--- config.mk ---
export PLATFORM = sky130hd
export DESIGN_NAME = hv_power_sequencer
export DESIGN_NICKNAME = d
export VERILOG_FILES = /design/src/hv_seq_pkg.sv /design/src/hv_power_sequencer.sv
export SDC_FILE = /design/constraint.sdc
export NUM_CORES = 1
export LEC_CHECK = 0
export BUFFER_PORTS_ARGS = -buffer_cell sky130_fd_sc_hd__buf_4
export CORE_MARGIN = 10
export CORE_UTILIZATION = 58
export CTS_CLUSTER_DIAMETER = 80
export CTS_CLUSTER_SIZE = 24
export DETAILED_ROUTE_END_ITERATION = 10
export PLACE_DENSITY = 0.8
export SETUP_SLACK_MARGIN = 0.02
export SYNTH_ARGS = -nofsm -noshare
export SYNTH_HDL_FRONTEND = slang
export SYNTH_SLANG_ARGS = --single-unit
export TNS_END_PERCENT = 50
--- constraint.sdc ---
create_clock -name clk -period 8.2 [get_ports clk]
set_input_delay 2.05 -clock clk [delete_from_list [all_inputs] [get_ports clk]]
set_output_delay 2.05 -clock clk [all_outputs]
set_load 0.03 [all_outputs]
--- src/hv_seq_pkg.sv ---
`default_nettype none
package hv_seq_pkg;
    // time base: one prescaler tick per millisecond
    localparam int CLK_MHZ         = 250;
    localparam int TICK_US         = 1000;
    localparam int PRESCALE_CYCLES = CLK_MHZ * TICK_US;

    // delays in their own units, then in prescaler ticks
    localparam int WARMUP_MIN      = 3;
    localparam int WARMUP_TICKS    = WARMUP_MIN * 60 * 1000000 / TICK_US;
    localparam int STEP_DELAY_MS   = 150;
    localparam int STEP_TICKS      = (STEP_DELAY_MS * 1000 + TICK_US - 1) / TICK_US;
    localparam int RECYCLE_S       = 5;
    localparam int RECYCLE_TICKS   = RECYCLE_S * 1000000 / TICK_US;
    localparam int DEBOUNCE_MS     = 10;
    localparam int DEBOUNCE_TICKS  = (DEBOUNCE_MS * 1000 + TICK_US - 1) / TICK_US;

    // positions of the synchronised inputs
    localparam int IN_HEAT_START   = 0;
    localparam int IN_HEAT_STOP    = 1;
    localparam int IN_HV_START     = 2;
    localparam int IN_HV_STOP      = 3;
    localparam int IN_DOOR_OK      = 4;
    localparam int IN_CHIMNEY_OK   = 5;
    localparam int IN_BREAKER      = 6;
    localparam int IN_AIRFLOW_TRIP = 7;
    localparam int IN_GRID_TRIP    = 8;
    localparam int IN_PLATE_TRIP   = 9;
    localparam int IN_REMOTE_SEL   = 10;
    localparam int IN_REM_STOP_OK  = 11;
    localparam int IN_REM_START    = 12;
    localparam int N_IN            = 13;

    // register map, byte addresses
    localparam logic [3:0] ADDR_CTRL   = 4'h0;
    localparam logic [3:0] ADDR_STATUS = 4'h4;
    localparam int CTRL_RECYCLE_BIT    = 0;
    localparam logic CTRL_RECYCLE_RST  = 1'b0;

    // status fields
    localparam int ST_FILAMENT   = 0;
    localparam int ST_PLATE_HOLD = 1;
    localparam int ST_WARM_DONE  = 2;
    localparam int ST_PLATE_ON   = 3;
    localparam int ST_BYPASS     = 4;
    localparam int ST_READY      = 5;
    localparam int ST_REC_START  = 6;
    localparam int ST_REMOTE     = 7;
    localparam int ST_RECYCLE_EN = 8;
endpackage
`default_nettype wire

--- src/hv_power_sequencer.sv ---
`timescale 1ns/10ps
`default_nettype none
// Notes on behaviour
// - heater start latches filament contactor, which runs heaters, blower and warm-up timer
// - heater stop, door and chimney interlocks feed both starts; opening drops all latches
// - hv start sets plate hold latch only with no trips, breaker closed, airflow fine
// - setting plate hold also latches filament contactor, lamp and warm-up timer
// - warm-up done rises three minutes after the timer input becomes active
// - warm heaters give immediate plate power; otherwise wait out the warm-up
// - plate contactor and hv lamp on exactly when plate hold and warm-up done
// - plate contactor first feeds transformers through the step-start resistor
// - step-start bypass closes 0.15 s after plate contactor
// - plate hold clearing drops contactor and bypass and re-arms the bypass delay
// - hv stop clears only the plate path; heaters and blower stay on
// - heater stop removes heater, bias, screen and plate power always
// - remote mode feeds control through a normally closed remote stop contact
// - remote start sets plate hold with the same gating, as sequence start
// - airflow or heat trip clears plate hold
// - grid overload clears plate hold
// - plate overload clears plate hold
// - enabled recycle unit supplies the remote feed and asserts remote start
// - plate-ready follows warm-up; five seconds later the recycle start releases
// - power status follows plate contactor; with recycle enabled, indicator when on, alarm when off
// - plate hold clearing drops plate-ready; recycle start returns at once
// - retry gives plate-ready after warm-up if heaters dropped, else immediately
module hv_power_sequencer
    import hv_seq_pkg::*;
#(
    parameter int PRESCALE   = PRESCALE_CYCLES,
    parameter int WARMUP_TK  = WARMUP_TICKS,
    parameter int RECYCLE_TK = RECYCLE_TICKS
) (
    // clock and reset
    input  wire logic        clk,
    input  wire logic        reset,
    // operator panel, high while pressed
    input  wire logic        heater_start_button,
    input  wire logic        heater_stop_button,
    input  wire logic        hv_start_button,
    input  wire logic        hv_stop_button,
    // interlocks and trips
    input  wire logic        door_interlock_closed,
    input  wire logic        chimney_interlock_closed,
    input  wire logic        main_breaker,
    input  wire logic        airflow_heat_trip,
    input  wire logic        grid_overload_trip,
    input  wire logic        plate_overload_trip,
    // remote station
    input  wire logic        control_source_select,
    input  wire logic        remote_stop_closed,
    input  wire logic        remote_start,
    // contactors and lamps
    output logic             filament_contactor,
    output logic             heater_lamp,
    output logic             plate_contactor,
    output logic             hv_lamp,
    output logic             step_start_bypass,
    // recycle and status terminals
    output logic             plate_ready,
    output logic             power_on_status,
    output logic             remote_indicator,
    output logic             alarm_drive,
    // avalon-mm slave
    input  wire logic [3:0]  avs_address,
    input  wire logic        avs_read,
    input  wire logic        avs_write,
    input  wire logic [3:0]  avs_byteenable,
    input  wire logic [31:0] avs_writedata,
    output logic [31:0]      avs_readdata,
    output logic             avs_waitrequest
);
    localparam int PRE_W  = $clog2(PRESCALE + 1);
    localparam int WARM_W = $clog2(WARMUP_TK + 1);
    localparam int STEP_W = $clog2(STEP_TICKS + 1);
    localparam int REC_W  = $clog2(RECYCLE_TK + 1);
    localparam int DEB_W  = $clog2(DEBOUNCE_TICKS + 1);

    typedef struct packed {
        logic [N_IN-1:0]            meta;
        logic [N_IN-1:0]            sync;
        logic [N_IN-1:0]            db;
        logic [N_IN-1:0][DEB_W-1:0] dcnt;
        logic [PRE_W-1:0]           pre;
        logic                       tick;
        logic                       filament;
        logic                       plate_hold;
        logic [WARM_W-1:0]          warm_cnt;
        logic                       warm_done;
        logic                       plate_on;
        logic [STEP_W-1:0]          step_cnt;
        logic                       bypass;
        logic                       ready;
        logic [REC_W-1:0]           rec_cnt;
        logic                       rec_start;
        logic                       recycle_en;
        logic                       power_on;
        logic                       rem_ind;
        logic                       alarm;
        logic                       waitreq;
        logic [31:0]                rdata;
    } state_t;

    state_t q;
    state_t d;

    logic        remote_mode;
    logic        ctrl_feed;
    logic        all_feed;
    logic        hv_feed;
    logic        gate_ok;
    logic        start_req;
    logic        hold_next;
    logic [31:0] status_w;

    always_comb begin
        d = q;
        d.meta[IN_HEAT_START]   = heater_start_button;
        d.meta[IN_HEAT_STOP]    = heater_stop_button;
        d.meta[IN_HV_START]     = hv_start_button;
        d.meta[IN_HV_STOP]      = hv_stop_button;
        d.meta[IN_DOOR_OK]      = door_interlock_closed;
        d.meta[IN_CHIMNEY_OK]   = chimney_interlock_closed;
        d.meta[IN_BREAKER]      = main_breaker;
        d.meta[IN_AIRFLOW_TRIP] = airflow_heat_trip;
        d.meta[IN_GRID_TRIP]    = grid_overload_trip;
        d.meta[IN_PLATE_TRIP]   = plate_overload_trip;
        d.meta[IN_REMOTE_SEL]   = control_source_select;
        d.meta[IN_REM_STOP_OK]  = remote_stop_closed;
        d.meta[IN_REM_START]    = remote_start;
        d.sync = q.meta;

        // millisecond prescaler
        d.tick = 1'b0;
        if (q.pre == PRE_W'(PRESCALE - 1)) begin
            d.pre  = '0;
            d.tick = 1'b1;
        end else begin
            d.pre = q.pre + 1'b1;
        end

        // a change is accepted once it has stood for the debounce time
        for (int i = 0; i < N_IN; i++) begin
            if (q.sync[i] == q.db[i]) begin
                d.dcnt[i] = '0;
            end else if (q.tick) begin
                if (q.dcnt[i] == DEB_W'(DEBOUNCE_TICKS - 1)) begin
                    d.db[i]   = q.sync[i];
                    d.dcnt[i] = '0;
                end else begin
                    d.dcnt[i] = q.dcnt[i] + 1'b1;
                end
            end
        end

        // control feed chain; heater stop and interlocks sit in series ahead of every start, hv stop and trips only ahead of hv starts
        remote_mode = q.db[IN_REMOTE_SEL];
        ctrl_feed = !remote_mode || q.db[IN_REM_STOP_OK] || q.recycle_en;
        all_feed  = ctrl_feed && q.db[IN_DOOR_OK] && q.db[IN_CHIMNEY_OK]
                    && !q.db[IN_HEAT_STOP];
        hv_feed   = all_feed && !q.db[IN_HV_STOP];
        gate_ok   = !q.db[IN_GRID_TRIP] && !q.db[IN_PLATE_TRIP]
                    && q.db[IN_BREAKER] && !q.db[IN_AIRFLOW_TRIP];
        start_req = q.db[IN_HV_START]
                    || (remote_mode && (q.db[IN_REM_START] || q.rec_start));
        hold_next = hv_feed && gate_ok && (q.plate_hold || start_req);
        d.plate_hold = hold_next;

        // sequence start behaves as a heater start press
        d.filament = all_feed
                     && (q.filament || q.db[IN_HEAT_START] || hold_next);

        // warm-up timer runs from whichever path latched the heaters
        if (!d.filament) begin
            d.warm_cnt  = '0;
            d.warm_done = 1'b0;
        end else if (q.tick && !q.warm_done) begin
            d.warm_cnt  = q.warm_cnt + 1'b1;
            d.warm_done = (q.warm_cnt == WARM_W'(WARMUP_TK - 1));
        end

        // plate path: resistor in circuit until the bypass closes
        d.plate_on = hold_next && q.warm_done;
        if (!hold_next) begin
            d.step_cnt = '0;
            d.bypass   = 1'b0;
        end else if (q.plate_on && !q.bypass && q.tick) begin
            d.step_cnt = q.step_cnt + 1'b1;
            d.bypass   = (q.step_cnt == STEP_W'(STEP_TICKS - 1));
        end

        // recycle hold timer
        d.ready = hold_next && q.warm_done;
        if (!q.ready) begin
            d.rec_cnt = '0;
        end else if (q.tick && q.rec_cnt != REC_W'(RECYCLE_TK)) begin
            d.rec_cnt = q.rec_cnt + 1'b1;
        end
        d.rec_start = q.recycle_en
                      && !(q.ready && q.rec_cnt == REC_W'(RECYCLE_TK));

        // status terminals
        d.power_on = q.plate_on;
        d.rem_ind  = q.recycle_en && q.plate_on;
        d.alarm    = q.recycle_en && !q.plate_on;

        status_w = '0;
        status_w[ST_FILAMENT]   = q.filament;
        status_w[ST_PLATE_HOLD] = q.plate_hold;
        status_w[ST_WARM_DONE]  = q.warm_done;
        status_w[ST_PLATE_ON]   = q.plate_on;
        status_w[ST_BYPASS]     = q.bypass;
        status_w[ST_READY]      = q.ready;
        status_w[ST_REC_START]  = q.rec_start;
        status_w[ST_REMOTE]     = remote_mode;
        status_w[ST_RECYCLE_EN] = q.recycle_en;

        // bus: one wait cycle, then a single low waitrequest cycle
        d.waitreq = 1'b1;
        if ((avs_read || avs_write) && q.waitreq) begin
            d.waitreq = 1'b0;
            d.rdata   = '0;
            if (avs_read && avs_address == ADDR_CTRL) begin
                d.rdata[CTRL_RECYCLE_BIT] = q.recycle_en;
            end else if (avs_read && avs_address == ADDR_STATUS) begin
                d.rdata = status_w;
            end
        end
        if (avs_write && !q.waitreq && avs_address == ADDR_CTRL && avs_byteenable[0]) begin
            d.recycle_en = avs_writedata[CTRL_RECYCLE_BIT];
        end
    end

    always_ff @(posedge clk or posedge reset) begin
        if (reset) begin
            q            <= '0;
            q.waitreq    <= 1'b1;
            q.recycle_en <= CTRL_RECYCLE_RST;
        end else begin
            q <= d;
        end
    end

    assign filament_contactor = q.filament;
    assign heater_lamp        = q.filament;
    assign plate_contactor    = q.plate_on;
    assign hv_lamp            = q.plate_on;
    assign step_start_bypass  = q.bypass;
    assign plate_ready        = q.ready;
    assign power_on_status    = q.power_on;
    assign remote_indicator   = q.rem_ind;
    assign alarm_drive        = q.alarm;
    assign avs_readdata       = q.rdata;
    assign avs_waitrequest    = q.waitreq;
endmodule
`default_nettype wire

-- Word-level counts from Yosys, hierarchy flattened
Cells that the tools add are included.
- output and inout port bits: 42
- register bits: 192
- logic and storage cells: 233
- equality and inequality tests: 35
- mux-type cells: 51
- bitwise logic cells: 13
- reduce and logical (&&, ||, !) cells: 72
- add/subtract/negate cells: 17
- operators with widths (operator ; number):
    2-to-1 mux 4 bit ; 39
    adder 4 x 1 -> 4 bit, second input constant ; 13
    == test 4 bit, second input constant ; 13
    AND reduction 3 bit ; 13
    2-to-1 mux 19 bit ; 2
    adder 18 x 1 -> 18 bit, second input constant ; 2
    == test 18 bit, second input constant ; 2
    2-to-1 mux 33 bit ; 1
    2-to-1 mux 31 bit ; 1
    2-to-1 mux 9 bit ; 3
    logical AND 1 bit ; 26
    2-to-1 mux 13 bit ; 2
    nonzero test 2 bit ; 13
    2-to-1 mux 18 bit ; 1
    adder 13 x 1 -> 13 bit, second input constant ; 1
    == test 1 bit ; 13
    == test 13 bit, second input constant ; 1
    != test 13 bit, second input constant ; 1
    NOT 1 bit ; 13
    zero test 1 bit ; 11
    adder 8 x 1 -> 8 bit, second input constant ; 1
    == test 8 bit, second input constant ; 1
    logical OR 1 bit ; 8
    != test 2 x 1 -> 1 bit, second input constant ; 3
    3 further kinds ; 4

-- Longest topological paths before layout
Gate-level depths: netlist of the first run.
- depth after elaboration: 12
- mapped depth: 6
- mapped depth without buffers: 6

-- Worst setup path after synthesis of the first run
No wires, ideal clock.
- kind: input to register
- start: in avs_address[1]
- end: reg q (netlist bit avs_readdata[0])
- setup slack: 5.174 ns
- arrival time: 2.960 ns
- library setup time: 0.066 ns
- buffers on the path: 1
- cell stages on the path: 5
- cell sequence: nor3_1 and3_1 and2_1 clkbuf_1 a221o_1
- cells in the longest elaborated chain, start to end: 4
- RTL lines (element ; line ; RTL):
    start: declaration ; hv_power_sequencer.sv:64 ; input wire logic [3:0] avs_address,
    == test 4 x 3 -> 1 bit ; hv_power_sequencer.sv:224 ; end else if (avs_read && avs_address == ADDR_STATUS) begin
    logical AND 1 bit ; hv_power_sequencer.sv:224 ;
    2-to-1 mux 9 bit ; hv_power_sequencer.sv:224 ;
    2-to-1 mux 1 bit * ; hv_power_sequencer.sv:222 ; if (avs_read && avs_address == ADDR_CTRL) begin
    end: declaration ; hv_power_sequencer.sv:103 ; state_t q;
Mark *: on every way between the ends. The rest lies on a longest branch, timed or not.
A chain may end at the register's enable or synchronous reset.

==> impl_metrics.toml, run 1 <==
[power]
switchingPower_uw = 359
p_per_area_mw_per_mm2 = 192
pwr-share-clk_pct = 48.0
p_int_mw = 1.38
seq_power_share_pct = 48.7
leakage_power_of_the_design_nw = 4.15
power_frac_comb_pct = 3.3
power.ir.vdd_worst_mv = 0.212
netSwitchingFraction_pct = 20.7

[cells_and_area]
layout_common_cells = "167 x sky130_fd_sc_hd__dfrtp_1, 68 x sky130_fd_sc_hd__nand2_1, 57 x sky130_fd_sc_hd__nor2_1, 44 x sky130_fd_sc_hd__buf_4, 42 x sky130_fd_sc_hd__nand3_1"
areaGrowthSynthToFinish_pct = 11.8
final_cell_area_mm2 = 0.00903
design.final.nets = 892
antenna_cells = 0
layout.cells.most_common = "sky130_fd_sc_hd__dfrtp_1"
drive_gt1_share_pct = 12.1

[yosys]
ys_seq_elements = 168
ys_warn_count = 0
ys_dominant_reg_cell = "sky130_fd_sc_hd__dfrtp_1"
synth_async_sr_flop_share_pct = 100
synth_edf_count = 0
synth_cell_type_count = 56
post_synth_instance_area_mm2 = 0.00808
synthCells = 766
seq_area_frac_synth_pct = 52.1
synth_area_per_cell_um2 = 10.5

[critical_path]
critical_path_peak_fanout = 19
critical_path.slowest_cell = "sky130_fd_sc_hd__dfrtp_1"
critical_path.reg2reg.endpoint = "q[49]"
critPathCapture = "hv_lamp"
cpLargestDelayFamily = "flip-flops"
ff2ff_path_depth = 5
endpoint_required_time_on_the_critical_path_ns = 6.15
timing.critical_path.depth = 1
setup.reg_to_reg.worst_slack_ns = 6.02
start_kind = "register"
timing.rr.start = "q[83]"
crit_path_start = "plate_ready"
series_of_cell_instances_along_the_critical_path = "buf_4"
end_kind = "primary output"
cp.buffers_inverters = 1
max_stage_delay_ns = 0.69
path_class = "register to primary output"
crit_arrival_ns = 1.39

[clock_network]
cts_max_level = 4
cts_num_sinks = 168
post_cts_buffers = 0
worst_setup_hold_path_clk_slew_ns = 0.06
cts-buffers-inserted = 17
clock_tree_from_tritoncts = "yes"
ctsResizeCount = 0
root_buffer = "sky130_fd_sc_hd__clkbuf_16"
clock_insertion_delay_worst_skew_ns = 0.43
cts_buffer_depth = 2
cts_hold_repair.buffers = 0

[hold_path]
hold_path_class = "register to register"
count_of_cells_along_the_worst_hold_path = 0

[sta]
final_report_max_slew_violation_count = 0
setup_viol = 0
layout_worst_path_cycle_share_pct = 41.9
timing.fmax_ghz = 0.291
finalWorstPathRequiredPeriod_ns = 3.44
fin_setup_tns_ns = 0
finClkSkew_ns = 0.00902
worst-slew-pin-transition_ns = 1.10
slew_headroom_pct = 25.7
rsz0062_at_grt = "false"
timing_hold_violations_final = 0

[grt]
overflow = 0
grt_pass1_vias = 5780
globalRouteTotalUtil_pct = 15.5
maximum_number_of_pins_on_one_net_before_global_route_repair = 104
global_route_wire_length_before_repair_um = 25500
antenna_found_initial = 0

[route]
antenna_violating_nets_post_route = 0
vias = 5626
drt_iter0_markers = 302
wirelength_um = 14700
detail_route.drc_violations = 0
first_pass_iters = 5
routed_via_density = 5.65
wire_per_inst_um = 14.7

[floorplan]
height_of_the_chip_um = 138
num_rows = 43
core_region_area_mm2 = 0.0138
io-pin-count = 99
floorplan.initialDensity_pct = 58.6
die_w_um = 138
die_area_mm2 = 0.0190

[status]
outcome = "finished clean"

[place]
place_area_mm2 = 0.00841
dp_hpwl_um = 10200
gp_routability_congestion = 0.819
io_buffers = 41

[flow_run]
maxCapViolCount = 0
## sequential cells by signal, summed over array words and instances, names as in the netlist
| name | flops |
|---|---|
| avs_waitrequest | 1 |
| d | 13 |
| q | 140 |
| plate_ready | 1 |
| remote_indicator | 1 |
| step_start_bypass | 1 |
| filament_contactor | 1 |
| avs_readdata | 8 |
| alarm_drive | 1 |
| power_on_status | 1 |
## area by class of cell
| cell class | count | area [um^2] |
|---|---|---|
| Timing Repair Buffer | 44 | 330 |
| Inverter | 32 | 125 |
| Fill cell | 1032 | 4750 |
| Tap cell | 180 | 225 |
| Clock inverter | 8 | 144 |
| Sequential cell | 168 | 4210 |
| Multi-Input combinational cell | 540 | 3520 |
| Clock buffer | 24 | 472 |
## power groups by stage
stage          Sequential, mW  Combinational [mW]  Clock, mW
2_1_floorplan           0.861              0.0472          0
3_3_place_gp            0.860              0.0573          0
3_5_place_dp            0.860              0.0586          0
4_1_cts                 0.845              0.0591      0.847
5_1_grt                 0.846              0.0646      0.882
6_report                0.845              0.0581      0.834
## per-stage QoR
stage	worst slack (ns)	std cells	utilization [%]	hold WS [ns]	total power, mW
final	4.76	996	65.5	0.346	1.74
after detailed placement	4.48	964	61.1	0.336	0.919
after global routing	4.68	996	65.5	0.355	1.79
after CTS	4.74	996	65.5	0.349	1.75
after floorplan	1.60	788	-	0.331	0.908
after global placement	4.51	964	61.1	0.332	0.917
## how the worst min path moves through the flow
stage / from / end
after global placement: d[171] / q[171]
after CTS: d[170] / q[170]
after detailed placement: d[170] / q[170]
after global routing: d[173] / q[173]
after floorplan: d[167] / q[167]
final: d[177] / q[177]
## Yosys cell counts, drive strengths merged (2+ instances only)
cell type / n / area (um^2)
dfrtp: 167 / 4180
nand2: 68 / 255
nor2: 57 / 214
nand3: 43 / 220
buf: 38 / 277
o21ai: 38 / 190
ha: 32 / 400
inv: 31 / 116
xor2: 26 / 228
nor3: 21 / 105
xnor2: 20 / 175
nand4b: 18 / 158
nor2b: 18 / 113
a21oi: 16 / 80.1
mux2: 14 / 158
nand3b: 14 / 105
nor3b: 14 / 105
a211o: 13 / 114
a21o: 13 / 97.6
o21bai: 13 / 97.6
nand4: 11 / 68.8
clkbuf: 10 / 37.5
or3: 10 / 65.1
nor4: 7 / 50.1
or4: 7 / 56.3
a22o: 6 / 52.6
nand2b: 6 / 37.5
mux2i: 5 / 50.1
o31ai: 5 / 37.5
and2: 3 / 18.8
a211oi: 2 / 15.0
and4: 2 / 18.8
nor4bb: 2 / 20.0
o41ai: 2 / 36.3
## metal layers
metal  routed length [um]  part of all wire (%)  vias up  global-route usage [%]
met3                  665                   4.5       23                    4.62
met2                 7290                    50      112                    26.2
met4                  259                   1.8        0                    6.55
li1                     -                     -     2714                       -
met5                    0                     0        -                       0
met1                 6470                    44     2777                    18.0
## kinds of logic (layout without fill, tap and decap cells)
group,Yosys count,in the layout,share of synthesized area [%]
mux,19,19,2.57
xor+xnor,46,46,4.99
other cells,1,23,0.0464
compound gates,113,113,9.43
simple gates,307,307,20.6
flops,168,168,52.1
fa+ha+maj,32,32,4.96
buf+inv,80,108,5.38
(Power assumes the default switching activity.)
==> run 2: changes to the inputs <==
==> constraint.sdc (replaced) <==
create_clock -name clk -period 3.2 [get_ports clk]
set_input_delay 0.8 -clock clk [delete_from_list [all_inputs] [get_ports clk]]
set_output_delay 0.8 -clock clk [all_outputs]
set_load 0.03 [all_outputs]
==> run 2 against run 1 <==
Against the previous run:
- hold slack better by 0.0016 ns
- global-route usage up 1.3 points
- final cell count up 0.50%
- final area up 0.76%
- first-iteration DRC count up 25%
- sequential cell count unchanged
- core utilization up 0.50 points
- setup slack worse by 3.7 ns
- register-to-register slack worse by 5.0 ns
- clock skew down 0.0013 ns
- die area unchanged
- sequential power rose to 2.6 times the previous value
- highest routed layer unchanged
==> impl_metrics.toml, run 2 (same netlist as run 1, synthesis figures left out) <==
[place]
io_buffers = 41
preCtsSetupSlack_ns = 1.04
dp_hpwl_um = 11100
gp_routability_congestion = 0.831

[critical_path]
timing.rr.start = "q[83]"
cp.buffers_inverters = 1
series_of_cell_instances_along_the_critical_path = "buf_4"
end_kind = "primary output"
path_class = "register to primary output"
ff2ff_path_depth = 5
cpLargestDelayFamily = "flip-flops"
crit_arrival_ns = 1.36
endpoint_required_time_on_the_critical_path_ns = 2.40
critical_path_peak_fanout = 19
max_stage_delay_ns = 0.68
start_kind = "register"
setup.reg_to_reg.worst_slack_ns = 1.04
critical_path.reg2reg.endpoint = "q[49]"
critical_path.slowest_cell = "sky130_fd_sc_hd__dfrtp_1"

[sta]
setup_viol = 0
timing.fmax_ghz = 0.463
fin_setup_tns_ns = 0
timing_hold_violations_final = 0
rsz0062_at_grt = "false"
finalWorstPathRequiredPeriod_ns = 2.16
final_report_max_slew_violation_count = 0
post-route-worst-setup-slack_ns = 1.04
slew_headroom_pct = 40.3
layout_worst_path_cycle_share_pct = 67.5
worst-slew-pin-transition_ns = 0.888
finClkSkew_ns = 0.00773

[grt]
maximum_number_of_pins_on_one_net_before_global_route_repair = 37
globalRouteTotalUtil_pct = 16.8
global_route_wire_length_before_repair_um = 27400
antenna_found_initial = 0
grt_pass1_vias = 5810
overflow = 0

[route]
first_pass_iters = 4
routed_via_density = 5.70
antenna_violating_nets_post_route = 0
detail_route.drc_violations = 0
drt_iter0_markers = 376
vias = 5709
wirelength_um = 15800
wire_per_inst_um = 15.7

[clock_network]
worst_setup_hold_path_clk_slew_ns = 0.06
cts_hold_repair.buffers = 0
clock_insertion_delay_worst_skew_ns = 0.42
cts-buffers-inserted = 17
root_buffer = "sky130_fd_sc_hd__clkbuf_16"
post_cts_buffers = 0
ctsResizeCount = 0
clock_tree_from_tritoncts = "yes"
cts_buffer_depth = 2
cts_max_level = 4
cts_num_sinks = 168

[hold_path]
hold_path_startpoint = "d[170]"
hold-path-endpoint = "q[170]"
count_of_cells_along_the_worst_hold_path = 0
hold_path_class = "register to register"

[cells_and_area]
antenna_cells = 0
max_ffs_per_register = 140
design.final.nets = 898
largest-register = "q"
areaGrowthSynthToFinish_pct = 12.6
area.sequential_mm2 = 0.00421
drive_gt1_share_pct = 13.2
layout.cells.most_common = "sky130_fd_sc_hd__dfrtp_1"
total_area_of_multi_input_combinational_cells_mm2 = 0.00352
layout.filler_cells = 1038
utilization_pct = 66.0
layout_common_cells = "167 x sky130_fd_sc_hd__dfrtp_1, 68 x sky130_fd_sc_hd__nand2_1, 57 x sky130_fd_sc_hd__nor2_1, 48 x sky130_fd_sc_hd__buf_4, 42 x sky130_fd_sc_hd__nand3_1"

[floorplan]
floorplan.initialDensity_pct = 58.6
num_rows = 43
io-pin-count = 99
height_of_the_chip_um = 138
die_w_um = 138
die_area_mm2 = 0.0190
core_region_area_mm2 = 0.0138

[power]
pwr-share-clk_pct = 47.4
power.ir.vdd_worst_mv = 0.354
power_frac_comb_pct = 3.6
p_int_mw = 3.52
p_per_area_mw_per_mm2 = 487
switchingPower_uw = 908
seq_power_share_pct = 48.9
leakage_power_of_the_design_nw = 4.19
netSwitchingFraction_pct = 20.5

[flow_run]
maxCapViolCount = 0

[status]
outcome = "finished clean"
## run 2: cell types whose count changed in the layout (fill, tap and decap cells not counted)
cell                         previous run  this run
sky130_fd_sc_hd__buf_4                 44        48
sky130_fd_sc_hd__clkbuf_1               5         1
sky130_fd_sc_hd__clkbuf_8               2         5
sky130_fd_sc_hd__buf_12                 0         2
sky130_fd_sc_hd__clkinvlp_4             0         2
sky130_fd_sc_hd__bufinv_16              4         3
sky130_fd_sc_hd__clkinv_2               3         4
sky130_fd_sc_hd__clkinv_4               1         0
sky130_fd_sc_hd__inv_6                  1         0
## run 2: through the flow
step / power (mW) / hold WS, ns / instance area [um^2] / instances
after floorplan: 2.33 / 0.331 / 8160 / 788
final: 4.43 / 0.348 / 9090 / 1001
after CTS: 4.47 / 0.350 / 9090 / 1001
after global routing: 4.58 / 0.356 / 9090 / 1001
after global placement: 2.36 / 0.332 / 8480 / 970
after detailed placement: 2.37 / 0.335 / 8480 / 970
## run 2: area by class of cell
class                           count  share of cell area (%)
Sequential cell                   168                    46.2
Multi-Input combinational cell    540                    38.8
Clock buffer                       23                    5.48
Timing Repair Buffer               50                    4.40
Tap cell                          180                    2.48
Inverter                           32                    1.36
Clock inverter                      8                    1.29
## run 2: how the worst max path moves through the flow
stage	start	to	slack [ns]	cells after the start
global placement	q[162]	q[54]	1.14	4
global route	q[84]	q[99]	0.81	4
CTS	plate_ready	hv_lamp	0.99	1
detailed placement	q[84]	q[99]	1.04	4
floorplan	reset	alarm_drive	0.26	1
finish	plate_ready	hv_lamp	1.04	1
## run 2: per-layer routing
layer	track usage, %	vias up	routed length, um
met4	5.38	0	195
met3	4.90	18	664
met2	28.8	132	8010
met1	19.8	2839	6900
met5	0	-	0
li1	-	2720	-
## run 2: power groups by stage
stage	Sequential, mW	Combinational (mW)	Clock, mW
after CTS	2.17	0.163	2.14
after detailed placement	2.20	0.162	0
after floorplan	2.21	0.121	0
after global routing	2.17	0.178	2.24
after global placement	2.20	0.157	0
final	2.17	0.161	2.10
